--- src/hdl/rst_seq_pkg.sv ---
// constants for the core reset sequencer
package rst_seq_pkg;

  localparam int unsigned CLK_FREQ_MHZ       = 100;
  // internal sequence: at least 10 us or 10 clocks, whichever is greater
  localparam int unsigned SEQ_MIN_TIME_US    = 10;
  localparam int unsigned SEQ_MIN_CLOCKS     = 10;
  localparam int unsigned SEQ_TIME_CYCLES    = SEQ_MIN_TIME_US * CLK_FREQ_MHZ;
  localparam int unsigned SEQ_CYCLES         = (SEQ_TIME_CYCLES > SEQ_MIN_CLOCKS) ?
                                               SEQ_TIME_CYCLES : SEQ_MIN_CLOCKS;
  // watchdog-driven internal reset length (implementation defined)
  localparam int unsigned WDOG_RESET_CYCLES  = 16;
  localparam int unsigned CNT_W              = 12;

  localparam logic [15:0] SEG_RESET_VAL      = 16'h0000;
  localparam logic [15:0] STACK_RESET_VAL    = 16'h0100;
  localparam logic [15:0] REG_RESET_VAL      = 16'h0000;
  localparam logic [7:0]  SFR_RESET_VAL      = 8'h00;
  localparam logic [7:0]  PORT_LATCH_RESET   = 8'hFF;
  localparam logic [23:0] RESET_VECTOR_ADDR  = 24'h00_0000;
  localparam logic [23:0] PSW_WORD_OFFSET    = 24'h00_0000;
  localparam logic [23:0] START_WORD_OFFSET  = 24'h00_0002;

  typedef enum logic [2:0] {
    ST_INIT,
    ST_QUIET,
    ST_FETCH_PSW,
    ST_FETCH_START,
    ST_RUN
  } seq_state_t;

endpackage : rst_seq_pkg

--- src/hdl/cpu_reset_sequencer.sv ---
// reset sequencer for the 16-bit core: init sequence, straps, reset exception
//
// Decided for this implementation: the register offsets and strobed register access.
`timescale 1ns/1ns

module cpu_reset_sequencer #(
  parameter int unsigned SEQ_LEN  = rst_seq_pkg::SEQ_CYCLES,        // init sequence cycles
  parameter int unsigned WDOG_LEN = rst_seq_pkg::WDOG_RESET_CYCLES  // watchdog reset cycles
) (
  input  wire logic        clk_sys_in,              // system clock, 100 MHz
  input  wire logic        rst_n_in,                // synchronous reset, active low
  input  wire logic        clk_en_in,               // clock enable, freezes state when low
  input  wire logic        ext_reset_n_in,          // async reset pin, active low
  input  wire logic        code_memory_select_in,   // strap: low = external code memory
  input  wire logic        bus_width_strap_in,      // strap: low = 8-bit, high = 16-bit
  input  wire logic        reset_instr_in,          // pulse: reset instruction executed
  input  wire logic        wdog_overflow_in,        // pulse: watchdog overflow
  input  wire logic        bus_cfg_wr_in,           // pulse: software write to bus config
  input  wire logic        bus_cfg_width_in,        // written bus width, 1 = 16-bit
  input  wire logic        vec_ack_in,              // vector word fetch done
  input  wire logic [15:0] vec_data_in,             // vector word read data
  output logic             core_reset_out,          // core held in reset / quiescent
  output logic             init_active_out,         // internal init sequence running
  output logic             seq_done_out,            // init sequence complete
  output logic             clear_regs_out,          // strobe: clear core state
  output logic [15:0]      code_segment_out,        // code segment
  output logic [15:0]      data_segment_reg_out,    // data segment
  output logic [15:0]      extra_segment_reg_out,   // extra segment
  output logic             seg_select_out,          // segment select control
  output logic [15:0]      user_stack_pointer_out,  // user stack pointer reset value
  output logic [15:0]      system_stack_pointer_out,// system stack pointer reset value
  output logic             page_zero_mode_out,      // config: page zero addressing
  output logic             compat_mode_out,         // config: compatibility mode
  output logic             interrupt_enable_out,    // global interrupt enable
  output logic             port_quasi_in_out,       // ports in quasi-bidirectional input
  output logic [7:0]       port_latch_out,          // port latch reset value
  output logic             sfr_clear_out,           // strobe: clear core SFRs
  output logic             trace_abort_out,         // abort pending trace exception
  output logic             ext_code_mem_out,        // 1 = external program memory
  output logic             bus_16bit_out,           // 1 = 16-bit external bus
  output logic             vec_req_out,             // vector word fetch request
  output logic [23:0]      vec_addr_out,            // vector word address
  output logic [15:0]      program_status_word_out, // status word from vector
  output logic [23:0]      start_addr_out,          // start address from vector
  output logic             start_valid_out,         // pulse: begin execution
  output logic             stack_push_out           // stack frame push request
);
  import rst_seq_pkg::*;

  // ************************************************************
  // helpers
  // ************************************************************
  // a synchronised level is believed only once flops 2 and 3 agree;
  // until then the level accepted last stands, so a one-clock glitch
  // on a pin never reaches the sequencer. the cost is one extra clock
  // of latency on every pin change, which the sequence can afford.
  function automatic logic agreed_level
  (
    input logic [2:0] sync,  // shift register, bit 2 oldest
    input logic       last   // level accepted so far
  );
    logic result;
    result = last;
    if (sync[1] == sync[2])
    begin
      result = sync[2];
    end
    return result;
  endfunction : agreed_level

  // ************************************************************
  // reset pin synchroniser
  // ************************************************************
  // flops reset to ones: after the bench reset the pin is taken as
  // released until the synchroniser has seen otherwise
  logic [2:0] pin_sync_q;
  logic [2:0] pin_sync_d;
  logic       pin_low_q;
  logic       pin_low_d;

  always_comb
  begin
    pin_sync_d = {pin_sync_q[1:0], ext_reset_n_in};
    // the pin counts as low only once flops 2 and 3 both see it low
    pin_low_d  = ~agreed_level(pin_sync_q, ~pin_low_q);
  end

  always_ff @(posedge clk_sys_in)
  begin
    if (!rst_n_in)
    begin
      pin_sync_q <= 3'b111;
      pin_low_q  <= 1'b0;
    end
    else if (clk_en_in)
    begin
      pin_sync_q <= pin_sync_d;
      pin_low_q  <= pin_low_d;
    end
  end

  // ************************************************************
  // strap synchronisers
  // ************************************************************
  // straps are filtered like the pin, so a strap that is still
  // settling when reset goes away does not leak into the choice.
  // they reset to ones, the level of the weak pull-ups.
  logic [2:0] cms_sync_q;
  logic [2:0] cms_sync_d;
  logic [2:0] bw_sync_q;
  logic [2:0] bw_sync_d;
  logic       cms_q;
  logic       cms_d;
  logic       bw_q;
  logic       bw_d;

  always_comb
  begin
    cms_sync_d = {cms_sync_q[1:0], code_memory_select_in};
    bw_sync_d  = {bw_sync_q[1:0], bus_width_strap_in};
    cms_d      = agreed_level(cms_sync_q, cms_q);
    bw_d       = agreed_level(bw_sync_q, bw_q);
  end

  always_ff @(posedge clk_sys_in)
  begin
    if (!rst_n_in)
    begin
      cms_sync_q <= 3'b111;
      bw_sync_q  <= 3'b111;
      cms_q      <= 1'b1;
      bw_q       <= 1'b1;
    end
    else if (clk_en_in)
    begin
      cms_sync_q <= cms_sync_d;
      bw_sync_q  <= bw_sync_d;
      cms_q      <= cms_d;
      bw_q       <= bw_d;
    end
  end

  // ************************************************************
  // sequencer
  // ************************************************************
  // init always runs its full length, even when the pin is released
  // early, so every reset source leaves the core in the same cleared
  // state. quiet then waits for the filtered pin; the straps are
  // latched on the quiet to fetch edge, the release edge as seen
  // through the synchroniser.
  // limitation: the length is counted in clocks, so SEQ_LEN must be
  // rescaled whenever the system clock frequency changes.
  seq_state_t       state_q;
  seq_state_t       state_d;
  logic [CNT_W-1:0] cnt_q;
  logic [CNT_W-1:0] cnt_d;
  logic [CNT_W-1:0] wdog_cnt_q;
  logic [CNT_W-1:0] wdog_cnt_d;
  logic             ext_mem_q;
  logic             ext_mem_d;
  logic             bus16_q;
  logic             bus16_d;
  logic [15:0]      psw_q;
  logic [15:0]      psw_d;
  logic [23:0]      start_q;
  logic [23:0]      start_d;
  logic             start_pulse_q;
  logic             start_pulse_d;
  logic             hold_reset;
  logic             soft_reset;

  // instruction and watchdog resets behave as if the pin were held
  assign soft_reset = reset_instr_in | wdog_overflow_in;
  assign hold_reset = pin_low_q | (wdog_cnt_q != '0);
  // the watchdog hold counter may outlive init; the core then waits in
  // quiet exactly as it would for a pin that is still held low

  always_comb
  begin
    state_d       = state_q;
    cnt_d         = cnt_q;
    wdog_cnt_d    = wdog_cnt_q;
    ext_mem_d     = ext_mem_q;
    bus16_d       = bus16_q;
    psw_d         = psw_q;
    start_d       = start_q;
    start_pulse_d = 1'b0;
    if (wdog_cnt_q != '0)
    begin
      wdog_cnt_d = wdog_cnt_q - 1'b1;
    end
    if (soft_reset)
    begin
      wdog_cnt_d = CNT_W'(WDOG_LEN);
    end
    if (bus_cfg_wr_in && state_q == ST_RUN)
    begin
      bus16_d = bus_cfg_width_in;
    end
    if (hold_reset || soft_reset)
    begin
      if (state_q == ST_RUN || state_q == ST_FETCH_PSW || state_q == ST_FETCH_START)
      begin
        state_d = ST_INIT;
        cnt_d   = '0;
      end
      else if (state_q == ST_INIT)
      begin
        if (cnt_q >= CNT_W'(SEQ_LEN - 1))
        begin
          state_d = ST_QUIET;
        end
        else
        begin
          cnt_d = cnt_q + 1'b1;
        end
      end
    end
    else
    begin
      case (state_q)
        ST_INIT:
        begin
          // released before the sequence finished: finish it first
          if (cnt_q >= CNT_W'(SEQ_LEN - 1))
          begin
            state_d = ST_QUIET;
          end
          else
          begin
            cnt_d = cnt_q + 1'b1;
          end
        end
        ST_QUIET:
        begin
          // release edge: straps captured once; code memory held until next release, bus width also rewritten by bus config writes in run
          ext_mem_d = ~cms_q;
          bus16_d   = bw_q;
          state_d   = ST_FETCH_PSW;
        end
        ST_FETCH_PSW:
        begin
          if (vec_ack_in)
          begin
            psw_d   = vec_data_in;
            state_d = ST_FETCH_START;
          end
        end
        ST_FETCH_START:
        begin
          if (vec_ack_in)
          begin
            start_d       = {8'h00, vec_data_in};
            start_pulse_d = 1'b1;
            state_d       = ST_RUN;
          end
        end
        ST_RUN:
        begin
          // only a reset source leaves run; that path is handled above
          state_d = ST_RUN;
        end
        default:
        begin
          state_d = ST_INIT;
        end
      endcase
    end
  end

  always_ff @(posedge clk_sys_in)
  begin
    if (!rst_n_in)
    begin
      state_q       <= ST_INIT;
      cnt_q         <= '0;
      wdog_cnt_q    <= '0;
      ext_mem_q     <= 1'b0;
      bus16_q       <= 1'b1;
      psw_q         <= 16'h0000;
      start_q       <= 24'h00_0000;
      start_pulse_q <= 1'b0;
    end
    else if (clk_en_in)
    begin
      state_q       <= state_d;
      cnt_q         <= cnt_d;
      wdog_cnt_q    <= wdog_cnt_d;
      ext_mem_q     <= ext_mem_d;
      bus16_q       <= bus16_d;
      psw_q         <= psw_d;
      start_q       <= start_d;
      start_pulse_q <= start_pulse_d;
    end
  end

  // ************************************************************
  // outputs
  // ************************************************************
  logic in_init;
  assign in_init = (state_q == ST_INIT);

  assign core_reset_out           = (state_q == ST_INIT) || (state_q == ST_QUIET);
  assign init_active_out          = in_init;
  assign seq_done_out             = (state_q == ST_QUIET);

  // ************************************************************
  // reset values
  // ************************************************************
  // the values are constants; the core loads them while the clear
  // strobes stand, which keeps this block free of wide registers
  // only state registers are cleared; data RAM gets no write strobe at all
  assign clear_regs_out           = in_init;
  assign sfr_clear_out            = in_init;
  assign code_segment_out         = SEG_RESET_VAL;
  assign data_segment_reg_out     = SEG_RESET_VAL;
  assign extra_segment_reg_out    = SEG_RESET_VAL;
  assign seg_select_out           = 1'b0;
  assign user_stack_pointer_out   = STACK_RESET_VAL;
  assign system_stack_pointer_out = STACK_RESET_VAL;
  assign page_zero_mode_out       = 1'b0;
  assign compat_mode_out          = 1'b0;
  assign interrupt_enable_out     = 1'b0;
  assign port_quasi_in_out        = core_reset_out;
  assign port_latch_out           = PORT_LATCH_RESET;
  assign trace_abort_out          = core_reset_out;

  // ************************************************************
  // strap results
  // ************************************************************
  // no check against the fitted memory is made: a wrong strap shows
  // up only as a failing fetch in the core
  assign ext_code_mem_out         = ext_mem_q;
  assign bus_16bit_out            = bus16_q;

  // ************************************************************
  // reset exception vector fetch
  // ************************************************************
  // request stays up until acknowledged; the address moves to the
  // second word only after the status word has been taken
  assign vec_req_out              = (state_q == ST_FETCH_PSW) || (state_q == ST_FETCH_START);
  assign vec_addr_out             = RESET_VECTOR_ADDR +
                                    ((state_q == ST_FETCH_START) ? START_WORD_OFFSET
                                                                 : PSW_WORD_OFFSET);
  assign program_status_word_out  = psw_q;
  assign start_addr_out           = start_q;
  assign start_valid_out          = start_pulse_q;
  assign stack_push_out           = 1'b0;

endmodule : cpu_reset_sequencer

--- config.mk ---
export PLATFORM = sky130hd
export DESIGN_NAME = cpu_reset_sequencer
export DESIGN_NICKNAME = d
export VERILOG_FILES = /design/src/hdl/rst_seq_pkg.sv /design/src/hdl/cpu_reset_sequencer.sv
export SDC_FILE = /design/constraint.sdc
export NUM_CORES = 1
export LEC_CHECK = 0
export BUFFER_PORTS_ARGS = -buffer_cell sky130_fd_sc_hd__buf_2
export CAP_MARGIN = 20
export CORE_ASPECT_RATIO = 0.7
export CORE_MARGIN = 10
export CORE_UTILIZATION = 47
export CTS_CLUSTER_SIZE = 14
export DETAILED_ROUTE_END_ITERATION = 7
export PLACE_DENSITY = 0.8
export SLEW_MARGIN = 20
export SYNTH_ARGS = -nofsm -noshare
export SYNTH_HDL_FRONTEND = slang
export SYNTH_SLANG_ARGS = --single-unit
--- constraint.sdc ---
create_clock -name clk_sys_in -period 2.37 [get_ports clk_sys_in]
set_input_delay 0 -clock clk_sys_in [delete_from_list [all_inputs] [get_ports clk_sys_in]]
set_output_delay 0 -clock clk_sys_in [all_outputs]
set_load 0.01 [all_outputs]
==> flow_summary.toml, run 1 <==
[cells_and_area]
drive_gt1_frac = 0.1786
final_common_cell = "conb_1"
final_net_count = 596
mostFrequentLayoutCells = "conb_1 (124), dfxtp_1 (74), buf_2 (70)"
stdcell_area_sq_mm = 0.004656
syn_to_final_growth_pct = 10.91
diodes = 0
final_util = 0.5424

[timing]
rsz0062_at_grt = "false"
min_period_ps = 2172
drv_slew = 0
worst_pin_slew_ps = 709.9
setup_slack_ps = 198.4
max_freq_mhz = 460.5
period_share = 0.9163
tns_ps = 0
hold_viol_final = 0
finalSetupViolations = 0
skew_ps = 7.480
timing.slew.headroom = 0.5236

[flow_run]
drv_cap = 0

[synth]
netlist.area_leader.share = 0.3529
ys_seq_area_frac = 0.3529
yosysTopAreaCell = "dfxtp_1"
yosysWarningCount = 0
synth_edf_count = 0
netlist_area_sq_mm = 0.004198
ys_types = 49
ys.flop_type = "dfxtp_1"
synthArstFlopShare = 0
syn_inst = 484
avgSynthCellArea_sq_um = 8.673
ys_seq_elements = 74
ys_top_cells_by_area = "dfxtp_1 (35%), buf_4 (23%), mux2i_1 (6.4%), nand2_1 (4.7%), nor2b_1 (2.7%)"

[power_and_ir_drop]
clkPwrFrac = 0.444
seqPwrFrac = 0.430
pwr_density_cell_mw_per_mm2 = 657.1
power.internal_w = 0.002264
p_comb_frac = 0.127
p_leak_nw = 2.109
ir_worst_vdd_v = 0.0004876
p_total_w = 0.003059
p_switching_w = 0.0007959
swShare = 0.2602

[worst_setup_path]
critPathKind = "reg -> reg"
r2r_start = "cnt_q[0]"
worstSetupEndpointType = "flip-flop"
start_kind = "flip-flop"
reg2reg_slack_ps = 200
endpoint = "cnt_q[8]"
r2r-end = "cnt_q[8]"
required_ps = 2630
path_max_fanout = 8
startpoint = "cnt_q[0]"
r2r_cells = 6
crit_arrival_ps = 2430

[global_routing]
use_met3 = 0.06491
busiest_layer = "met2"
grt_antenna_before_repair = 0
gr-usage-met1 = 0.1560
overflow = 0
track_usage = 0.1483
use_met2 = 0.2623
grt_first_pass_wirelength_mm = 16.25
first_global_vias = 3098
grt_max_degree = 31

[drt]
ant_nets = 0
drtPass1Iterations = 4
avgViaCountPerCell = 4.462
wl_per_cell_um = 14.80
num_vias = 3083
drt_iter0_drc = 169
wl_mm = 10.23
drc = 0

[floorplanning]
initial_core_util = 0.4891
rows = 28
die_y_um = 99.07
core_area_sq_mm = 0.008583
pin_count = 195
die_w_um = 133.0
design.die.area_sq_mm = 0.01317

[outcome]
status = "finished clean"

[clocking]
cts_max_level = 3
clock_path_buffers = 2
root_buffer = "clkbuf_16"
cts_tree = "built"
cts.sinks = 74
numCtsBuffers = 9
clock_latency_ps = 340
cts_setup_buffers = 0
path_clk_slew_ps = 60

[place]
gp_congestion = 0.7930
hpwl_mm = 7.704
pre_cts_slack_ps = 193.6
io_buffers = 70
placed_area_sq_mm = 0.004168

[min_path]
worstHoldPathType = "in -> reg"
repair_timing:
action	4_1_cts	5_1_grt
gates resized for setup	0	0
hold buffers	19	0
endpoints found under the hold margin	34	0
worst min path at each step:
stage | cells after the start | startpoint | endpoint
final | 4 | wdog_overflow_in | wdog_cnt_q[1]
after global routing | 4 | reset_instr_in | wdog_cnt_q[1]
after CTS | 4 | wdog_overflow_in | wdog_cnt_q[1]
after detailed placement | 3 | code_memory_select_in | cms_sync_q[0]
after global placement | 3 | code_memory_select_in | cms_sync_q[0]
after floorplan | 2 | bus_width_strap_in | bw_sync_q[0]
synth_stat cells, drive strengths merged (2+ instances only):
library cell and count:
buf 137, dfxtp 74, nand2 54, nor2 28
mux2i 27, nor2b 18, a21boi 17, a21oi 15
clkbuf 11, xnor2 11, o21ai 10, nor4 9
nand4 8, inv 6, xor2 6, and4 5
nand3 5, and3 4, nor3 4, or3 4
ha 3, nand2b 3, a31oi 2, and2 2
conb 2, nor4b 2, o221a 2, or2 2
power by group through the flow:
stage	logic (W)	clock network (W)	registers, W
floorplan	0.000437	0	0.00133
global placement	0.000337	0	0.00134
detailed placement	0.000347	0	0.00134
CTS	0.000372	0.00138	0.00131
global route	0.000430	0.00144	0.00132
finish	0.000387	0.00136	0.00131
per-layer routing:
layer / share of wire / wire [um] / vias to the layer above
met2: 0.51 / 5189 / 121
met3: 0.096 / 981 / 15
li1: - / - / 1529
met5: 0 / 0 / -
met1: 0.38 / 3898 / 1418
met4: 0.016 / 160 / 0
state kept, by name (all words and copies together) (netlist names), named ones only:
register,flops
bw_sync_q,3
pin_sync_q,3
start_valid_out,1
start_addr_out,16
cms_q,1
ext_code_mem_out,1
wdog_cnt_q,12
state_q,3
cms_sync_q,3
bus_16bit_out,1
bw_q,1
program_status_word_out,16
cnt_q,12
metrics by stage:
stage,hold WS [ps],cells
2_1_floorplan,128.4,606
3_5_place_dp,220.1,656
5_1_grt,105.4,691
4_1_cts,36.68,691
3_3_place_gp,216.0,656
6_report,46.87,691
layout make-up:
type / instances / area, sq um
fillers: 824 / 3928
well taps: 120 / 150.1
inverters: 7 / 26.28
flip-flops and latches: 74 / 1481
clock inverters: 4 / 51.30
multi-input cells: 377 / 2087
repair buffers: 97 / 613.1
clock buffers: 12 / 246.5
kinds of logic (layout without fill, tap and decap cells):
kind of cell,count (synthesis),in the layout,synth area share
buffers and inverters,155,120,0.2590
AND/OR/NAND/NOR,151,151,0.1863
flip-flops,74,74,0.3529
AO/OA/AOI/OAI,55,55,0.09121
multiplexers,27,27,0.06438
XOR/XNOR,17,17,0.03547
adder cells (fa/ha/maj),3,3,0.008943
other,2,124,0.001789
worst max-delay path, stage by stage (launching register included):
cell	delay [ps]
dfxtp_1	350
ha_1	270
a211o_1	360
a311oi_4	490
nand2_2	120
or3_1	360
a21oi_1	140
(Power assumes the default switching activity.)
==> run 2, diff against run 1 <==
Settings changed: ABC_AREA from default to 1, CORE_UTILIZATION 47 to 48, PLACE_DENSITY 0.8 to 0.81.
==> run 2 against run 1 <==
  * Sequential share of layout area is 0.92 points lower
  * Clock skew is 0.90 ps higher
  * Combinational power is 16% higher
  * Hold slack worse by 23 ps
  * Sequential power hardly changed
  * Clock power hardly changed
  * Setup slack better by 170 ps
  * Critical endpoint is now wdog_cnt_q[2]
  * Largest cell class unchanged
  * Largest power group unchanged
==> flow_summary.toml, run 2 <==
[timing]
drv_slew = 0
rsz0062_at_grt = "false"
worst_pin_slew_ps = 562.1
hold_slack_ps = 23.74
min_period_ps = 2004
finalSetupViolations = 0
tns_ps = 0
period_share = 0.8457
timing.slew.headroom = 0.6224
skew_ps = 8.384
max_freq_mhz = 498.9
hold_viol_final = 0

[cells_and_area]
final_common_cell = "conb_1"
syn_to_final_growth_pct = 10.82
final_net_count = 724
diodes = 0
mostFrequentLayoutCells = "conb_1 (124), nor2_1 (97), nand2_1 (87)"
drive_gt1_frac = 0.1574

[synth]
yosysTopAreaCell = "dfxtp_1"
synthArstFlopShare = 0
ys_seq_elements = 74
ys_seq_area_frac = 0.3424
yosysWarningCount = 0
yosysMostFrequentCell = "buf_4"
avgSynthCellArea_sq_um = 7.116
ys_types = 34
syn_inst = 608
ys_top_cells_by_area = "dfxtp_1 (34%), buf_4 (22%), nor2_1 (8.4%), nand2_1 (7.5%), o21ai_0 (4.4%)"
synthTopCellsByCount = "buf_4 (128), nor2_1 (97), nand2_1 (87), dfxtp_1 (74), inv_1 (44)"
synth_edf_count = 0
netlist.area_leader.share = 0.3424
ys.flop_type = "dfxtp_1"
netlist_area_sq_mm = 0.004327

[clocking]
cts_max_level = 3
clock_latency_ps = 330
path_clk_slew_ps = 60
cts_tree = "built"
clock_path_buffers = 2
cts.sinks = 74
root_buffer = "clkbuf_16"
numCtsBuffers = 9

[min_path]
worstHoldPathType = "in -> reg"
min_from = "reset_instr_in"
min_path_cells = 4
whs_endpoint = "wdog_cnt_q[10]"

[place]
gp_congestion = 0.8737
hpwl_mm = 8.369
io_buffers = 70

[worst_setup_path]
path_max_fanout = 8
required_ps = 2590
worstSetupEndpointType = "flip-flop"
startpoint = "wdog_cnt_q[0]"
critPathKind = "reg -> reg"
crit_arrival_ps = 2220
r2r_cells = 10
r2r-end = "wdog_cnt_q[2]"
r2r_start = "wdog_cnt_q[0]"
reg2reg_slack_ps = 370
start_kind = "flip-flop"

[drt]
drt_iter0_drc = 187
wl_mm = 11.07
num_vias = 3712
ant_nets = 0
avgViaCountPerCell = 4.532
drc = 0
wl_per_cell_um = 13.51
drtPass1Iterations = 5

[power_and_ir_drop]
power.internal_w = 0.002243
seqPwrFrac = 0.416
ir_worst_vdd_v = 0.0003957
p_switching_w = 0.0008998
p_comb_frac = 0.143
p_leak_nw = 2.391
pwr_density_cell_mw_per_mm2 = 655.6
swShare = 0.2863
clkPwrFrac = 0.441

[flow_run]
drv_cap = 0

[global_routing]
grt_antenna_before_repair = 0
grt_max_degree = 46
track_usage = 0.1567
grt_first_pass_wirelength_mm = 17.58
first_global_vias = 3592
overflow = 0

[outcome]
status = "finished clean"

[floorplanning]
rows = 28
core_area_sq_mm = 0.008618
pin_count = 195
initial_core_util = 0.5020
die_y_um = 99.44
design.die.area_sq_mm = 0.01327
die_w_um = 133.5
run 2: cell types whose count changed in the layout (fill, tap and decap cells not counted), moves of 8 or more:
cell	before	now
a21oi_1	15	33
o21ai_0	9	38
xnor2_1	11	0
nor4_1	8	0
nor2_1	28	97
mux2i_1	27	0
a21boi_0	14	0
nand2_1	53	87
nor2b_1	18	0
nand3_1	5	33
inv_1	6	44
o21ai_1	1	9
run 2: critical path, stage by stage, from the launching register on:
cell and delay [ps]:
dfxtp_1 340, inv_1 100, ha_1 220, nand3_1 140, nor2_2 80, nand2_1 60, nand2_1 150, o21ai_0 470
inv_1 170, o21ai_0 110, a21oi_1 50
run 2: layout make-up:
| class | instances | area, sq um |
|---|---|---|
| fillers | 815 | 3824 |
| multi-input cells | 465 | 2085 |
| flip-flops and latches | 74 | 1481 |
| repair buffers | 95 | 585.6 |
| clock buffers | 9 | 225.2 |
| inverters | 49 | 186.4 |
| well taps | 120 | 150.1 |
| clock inverters | 7 | 81.33 |
run 2: per-stage QoR:
stage,std cells,setup WS (ps),utilization,cell area (sq um),total power [W]
final,819,365.7,0.5563,4795,0.003143
after CTS,819,376.7,0.5563,4795,0.003151
after global placement,784,460.9,0.4987,4298,0.001728
after floorplan,730,638.1,-,4785,0.001798
after detailed placement,784,410.9,0.4987,4298,0.001737
after global routing,819,61.42,0.5563,4795,0.003289
run 2: repair_timing:
| action | 4_1_cts | 5_1_grt |
|---|---|---|
| setup buffers | 0 | 0 |
| hold endpoints to repair | 35 | 0 |
| resized for setup | 0 | 0 |
| hold buffers | 19 | 0 |
| endpoints found under the setup margin | 0 | 0 |
run 2: worst max path at each step:
| stage | slack (ps) | end | cells past startpoint |
|---|---|---|---|
| final | 370 | wdog_cnt_q[2] | 10 |
| after global routing | 60 | wdog_cnt_q[2] | 10 |
| after CTS | 380 | wdog_cnt_q[2] | 10 |
| after detailed placement | 410 | wdog_cnt_q[2] | 10 |
| after global placement | 460 | wdog_cnt_q[2] | 10 |
| after floorplan | 640 | start_addr_out[10] | 10 |
run 2: power groups by stage:
stage	Sequential [W]	Clock (W)	Combinational, W
final	0.00131	0.00139	0.000450
after global routing	0.00131	0.00147	0.000507
after CTS	0.00131	0.00141	0.000432
after detailed placement	0.00133	0	0.000403
after global placement	0.00133	0	0.000397
after floorplan	0.00133	0	0.000471
run 2: cell families (layout without fill, tap and decap cells):
family / after synthesis / after routing / synth area share
AND/OR/NAND/NOR: 246 / 246 / 0.2504
AO/OA/AOI/OAI: 87 / 87 / 0.1050
other: 2 / 124 / 0.001736
flip-flops: 74 / 74 / 0.3424
XOR/XNOR: 5 / 5 / 0.01012
adder cells (fa/ha/maj): 3 / 3 / 0.008676
buffers and inverters: 191 / 160 / 0.2817
run 2: metal layers:
metal  wire, um  track usage  vias up
met1       4411       0.1741     1679
li1           -            -     1850
met2       5182       0.2595      175
met4         71      0.03586        0
met5          0            0        -
met3       1400      0.08543        8
==> run 3, diff against run 2 <==
Settings changed: CORE_UTILIZATION 48 to 43, PLACE_DENSITY 0.81 to 0.77.
Clock period 2.37 ns to 1.7 ns, I/O delays scaled along.
==> run 3 against run 2 <==
  * Clock-buffer cell count unchanged
  * Sequential power rose by 39%
  * Hold slack gained 1.5 ps
  * First-iteration DRC count grew 43%
  * Sequential cell count unchanged
  * Final cell count up 3.1%
  * Sequential share of layout area shrank 1.3 points
  * Design area up 4.6%
  * Setup slack worse by 300 ps
  * Clock skew shrank 2.2 ps
  * Die area grew 9.5%
  * Critical path type unchanged
  * Critical endpoint is now start_addr_out[4]
  * Largest cell class unchanged
==> flow_summary.toml, run 3 (synthesis gave the netlist of run 2 again) <==
[outcome]
status = "finished clean"

[global_routing]
grt_max_degree = 34
first_global_vias = 3417
grt_antenna_before_repair = 0
track_usage = 0.1452
grt_first_pass_wirelength_mm = 17.61
overflow = 0

[worst_setup_path]
path_max_fanout = 17
r2r_cells = 9
crit_arrival_ps = 1860
cp_num_buf_inv = 2
required_ps = 1930
critPathMaxStageDelay_ps = 320
worstSetupEndpointType = "flip-flop"
r2r_start = "wdog_cnt_q[1]"
cp_slowest_cell = "dfxtp_1"
r2r-end = "start_addr_out[4]"
startpoint = "wdog_cnt_q[1]"
start_kind = "flip-flop"
reg2reg_slack_ps = 70
critPathKind = "reg -> reg"
crit_chain = "inv_2, ha_1, nand3_2, nor2_4, nand3_4, nor3_4, inv_4, o21ai_0, nor2_1"
path_delay_family = "simple AND/OR/NAND/NOR gates"
cp.depth = 9

[timing]
tns_ps = 0
max_freq_mhz = 613.2
finalSetupViolations = 0
skew_ps = 6.175
min_period_ps = 1631
hold_viol_final = 0
period_share = 0.9593
rsz0062_at_grt = "true"
drv_slew = 0
hold_slack_ps = 25.20

[drt]
wl_per_cell_um = 13.10
drc = 0
drt_iter0_drc = 267
wl_mm = 11.05
drtPass1Iterations = 4
ant_nets = 0
avgViaCountPerCell = 4.313
num_vias = 3640

[cells_and_area]
mostFrequentLayoutCells = "conb_1 (124), nor2_1 (96), nand2_1 (86)"
fin_cells = 844
syn_to_final_growth_pct = 15.88
diodes = 0
final_common_cell = "conb_1"
final_net_count = 742
drive_gt1_frac = 0.1844

[clocking]
clock_latency_ps = 340
path_clk_slew_ps = 60
numCtsBuffers = 9
cts_max_level = 3
cts_tree = "built"
clock_path_buffers = 2
root_buffer = "clkbuf_16"
cts.sinks = 74

[min_path]
min_path_cells = 2
worstHoldPathType = "in -> reg"
whs_endpoint = "cms_sync_q[1]"
min_from = "rst_n_in"

[power_and_ir_drop]
p_leak_nw = 2.514
ir_worst_vdd_v = 0.0006311
pwr_density_cell_mw_per_mm2 = 933.5

[floorplanning]
rows = 30
pin_count = 195
die_w_um = 139.9
initial_core_util = 0.4433
die_y_um = 103.9
design.die.area_sq_mm = 0.01454
core_area_sq_mm = 0.009759

[place]
dp.cells = 806
io_buffers = 70
gp_congestion = 0.8906
hpwl_mm = 8.419

[flow_run]
drv_cap = 0
run 3: cell types whose count changed in the layout (fill, tap and decap cells not counted), moves of 2 or more:
cell / before / now
o21ai_0: 38 / 26
inv_6: 4 / 1
o21ai_1: 9 / 21
inv_1: 44 / 42
bufinv_16: 1 / 3
buf_6: 0 / 2
inv_2: 1 / 3
buf_4: 6 / 21
run 3: area by class of cell:
cell class / instances / area (sq um)
clock buffer: 9 / 225.2
clock inverter: 6 / 115.1
fill: 994 / 4746
inverter: 49 / 186.4
multi-input combinational: 465 / 2105
sequential: 74 / 1481
tap: 128 / 160.2
timing repair buffer: 113 / 740.7
run 3: stage by stage:
step	cell area, sq um	worst slack [ps]	utilization	power (W)
after floorplan	4795	12.53	-	0.002515
after global placement	4423	79.80	0.4532	0.002444
after detailed placement	4423	38.65	0.4532	0.002450
after CTS	4954	21.16	0.5076	0.004683
after global routing	5014	-50.20	0.5137	0.004890
final	5014	69.26	0.5137	0.004680
run 3: where the power goes:
group	internal, W	total, W	leakage (nW)	switching (W)
Sequential	0.00178	0.00182	0.600	0.0000389
Clock	0.00143	0.00219	0.162	0.000761
Combinational	0.000223	0.000666	1.75	0.000443
Total	0.00344	0.00468	2.51	0.00124
run 3: how the worst max path moves through the flow:
stage	end	slack, ps
after floorplan	start_addr_out[10]	10
after global placement	wdog_cnt_q[8]	80
after detailed placement	start_addr_out[10]	40
after CTS	start_addr_out[10]	20
after global routing	start_addr_out[0]	-50
final	start_addr_out[4]	70
run 3: layer usage:
metal	vias up	GRT usage	share of wire
met2	124	0.2132	0.45
met1	1608	0.1771	0.43
met5	-	0	0
met3	10	0.07664	0.11
met4	0	0.04926	0.012
li1	1898	-	-
run 3: repair_timing:
item	in CTS	in global routing
setup buffers	0	4
endpoints found under the setup margin	0	42
gates resized for setup	0	17
hold buffers	19	0
endpoints found under the hold margin	35	0
run 3: worst reg2reg max path: stages, from the launching register on:
cell and delay, ps:
dfxtp_1 320, inv_2 70, ha_1 160, nand3_2 130, nor2_4 140, nand3_4 130
nor3_4 210, inv_4 140, o21ai_0 180, nor2_1 50
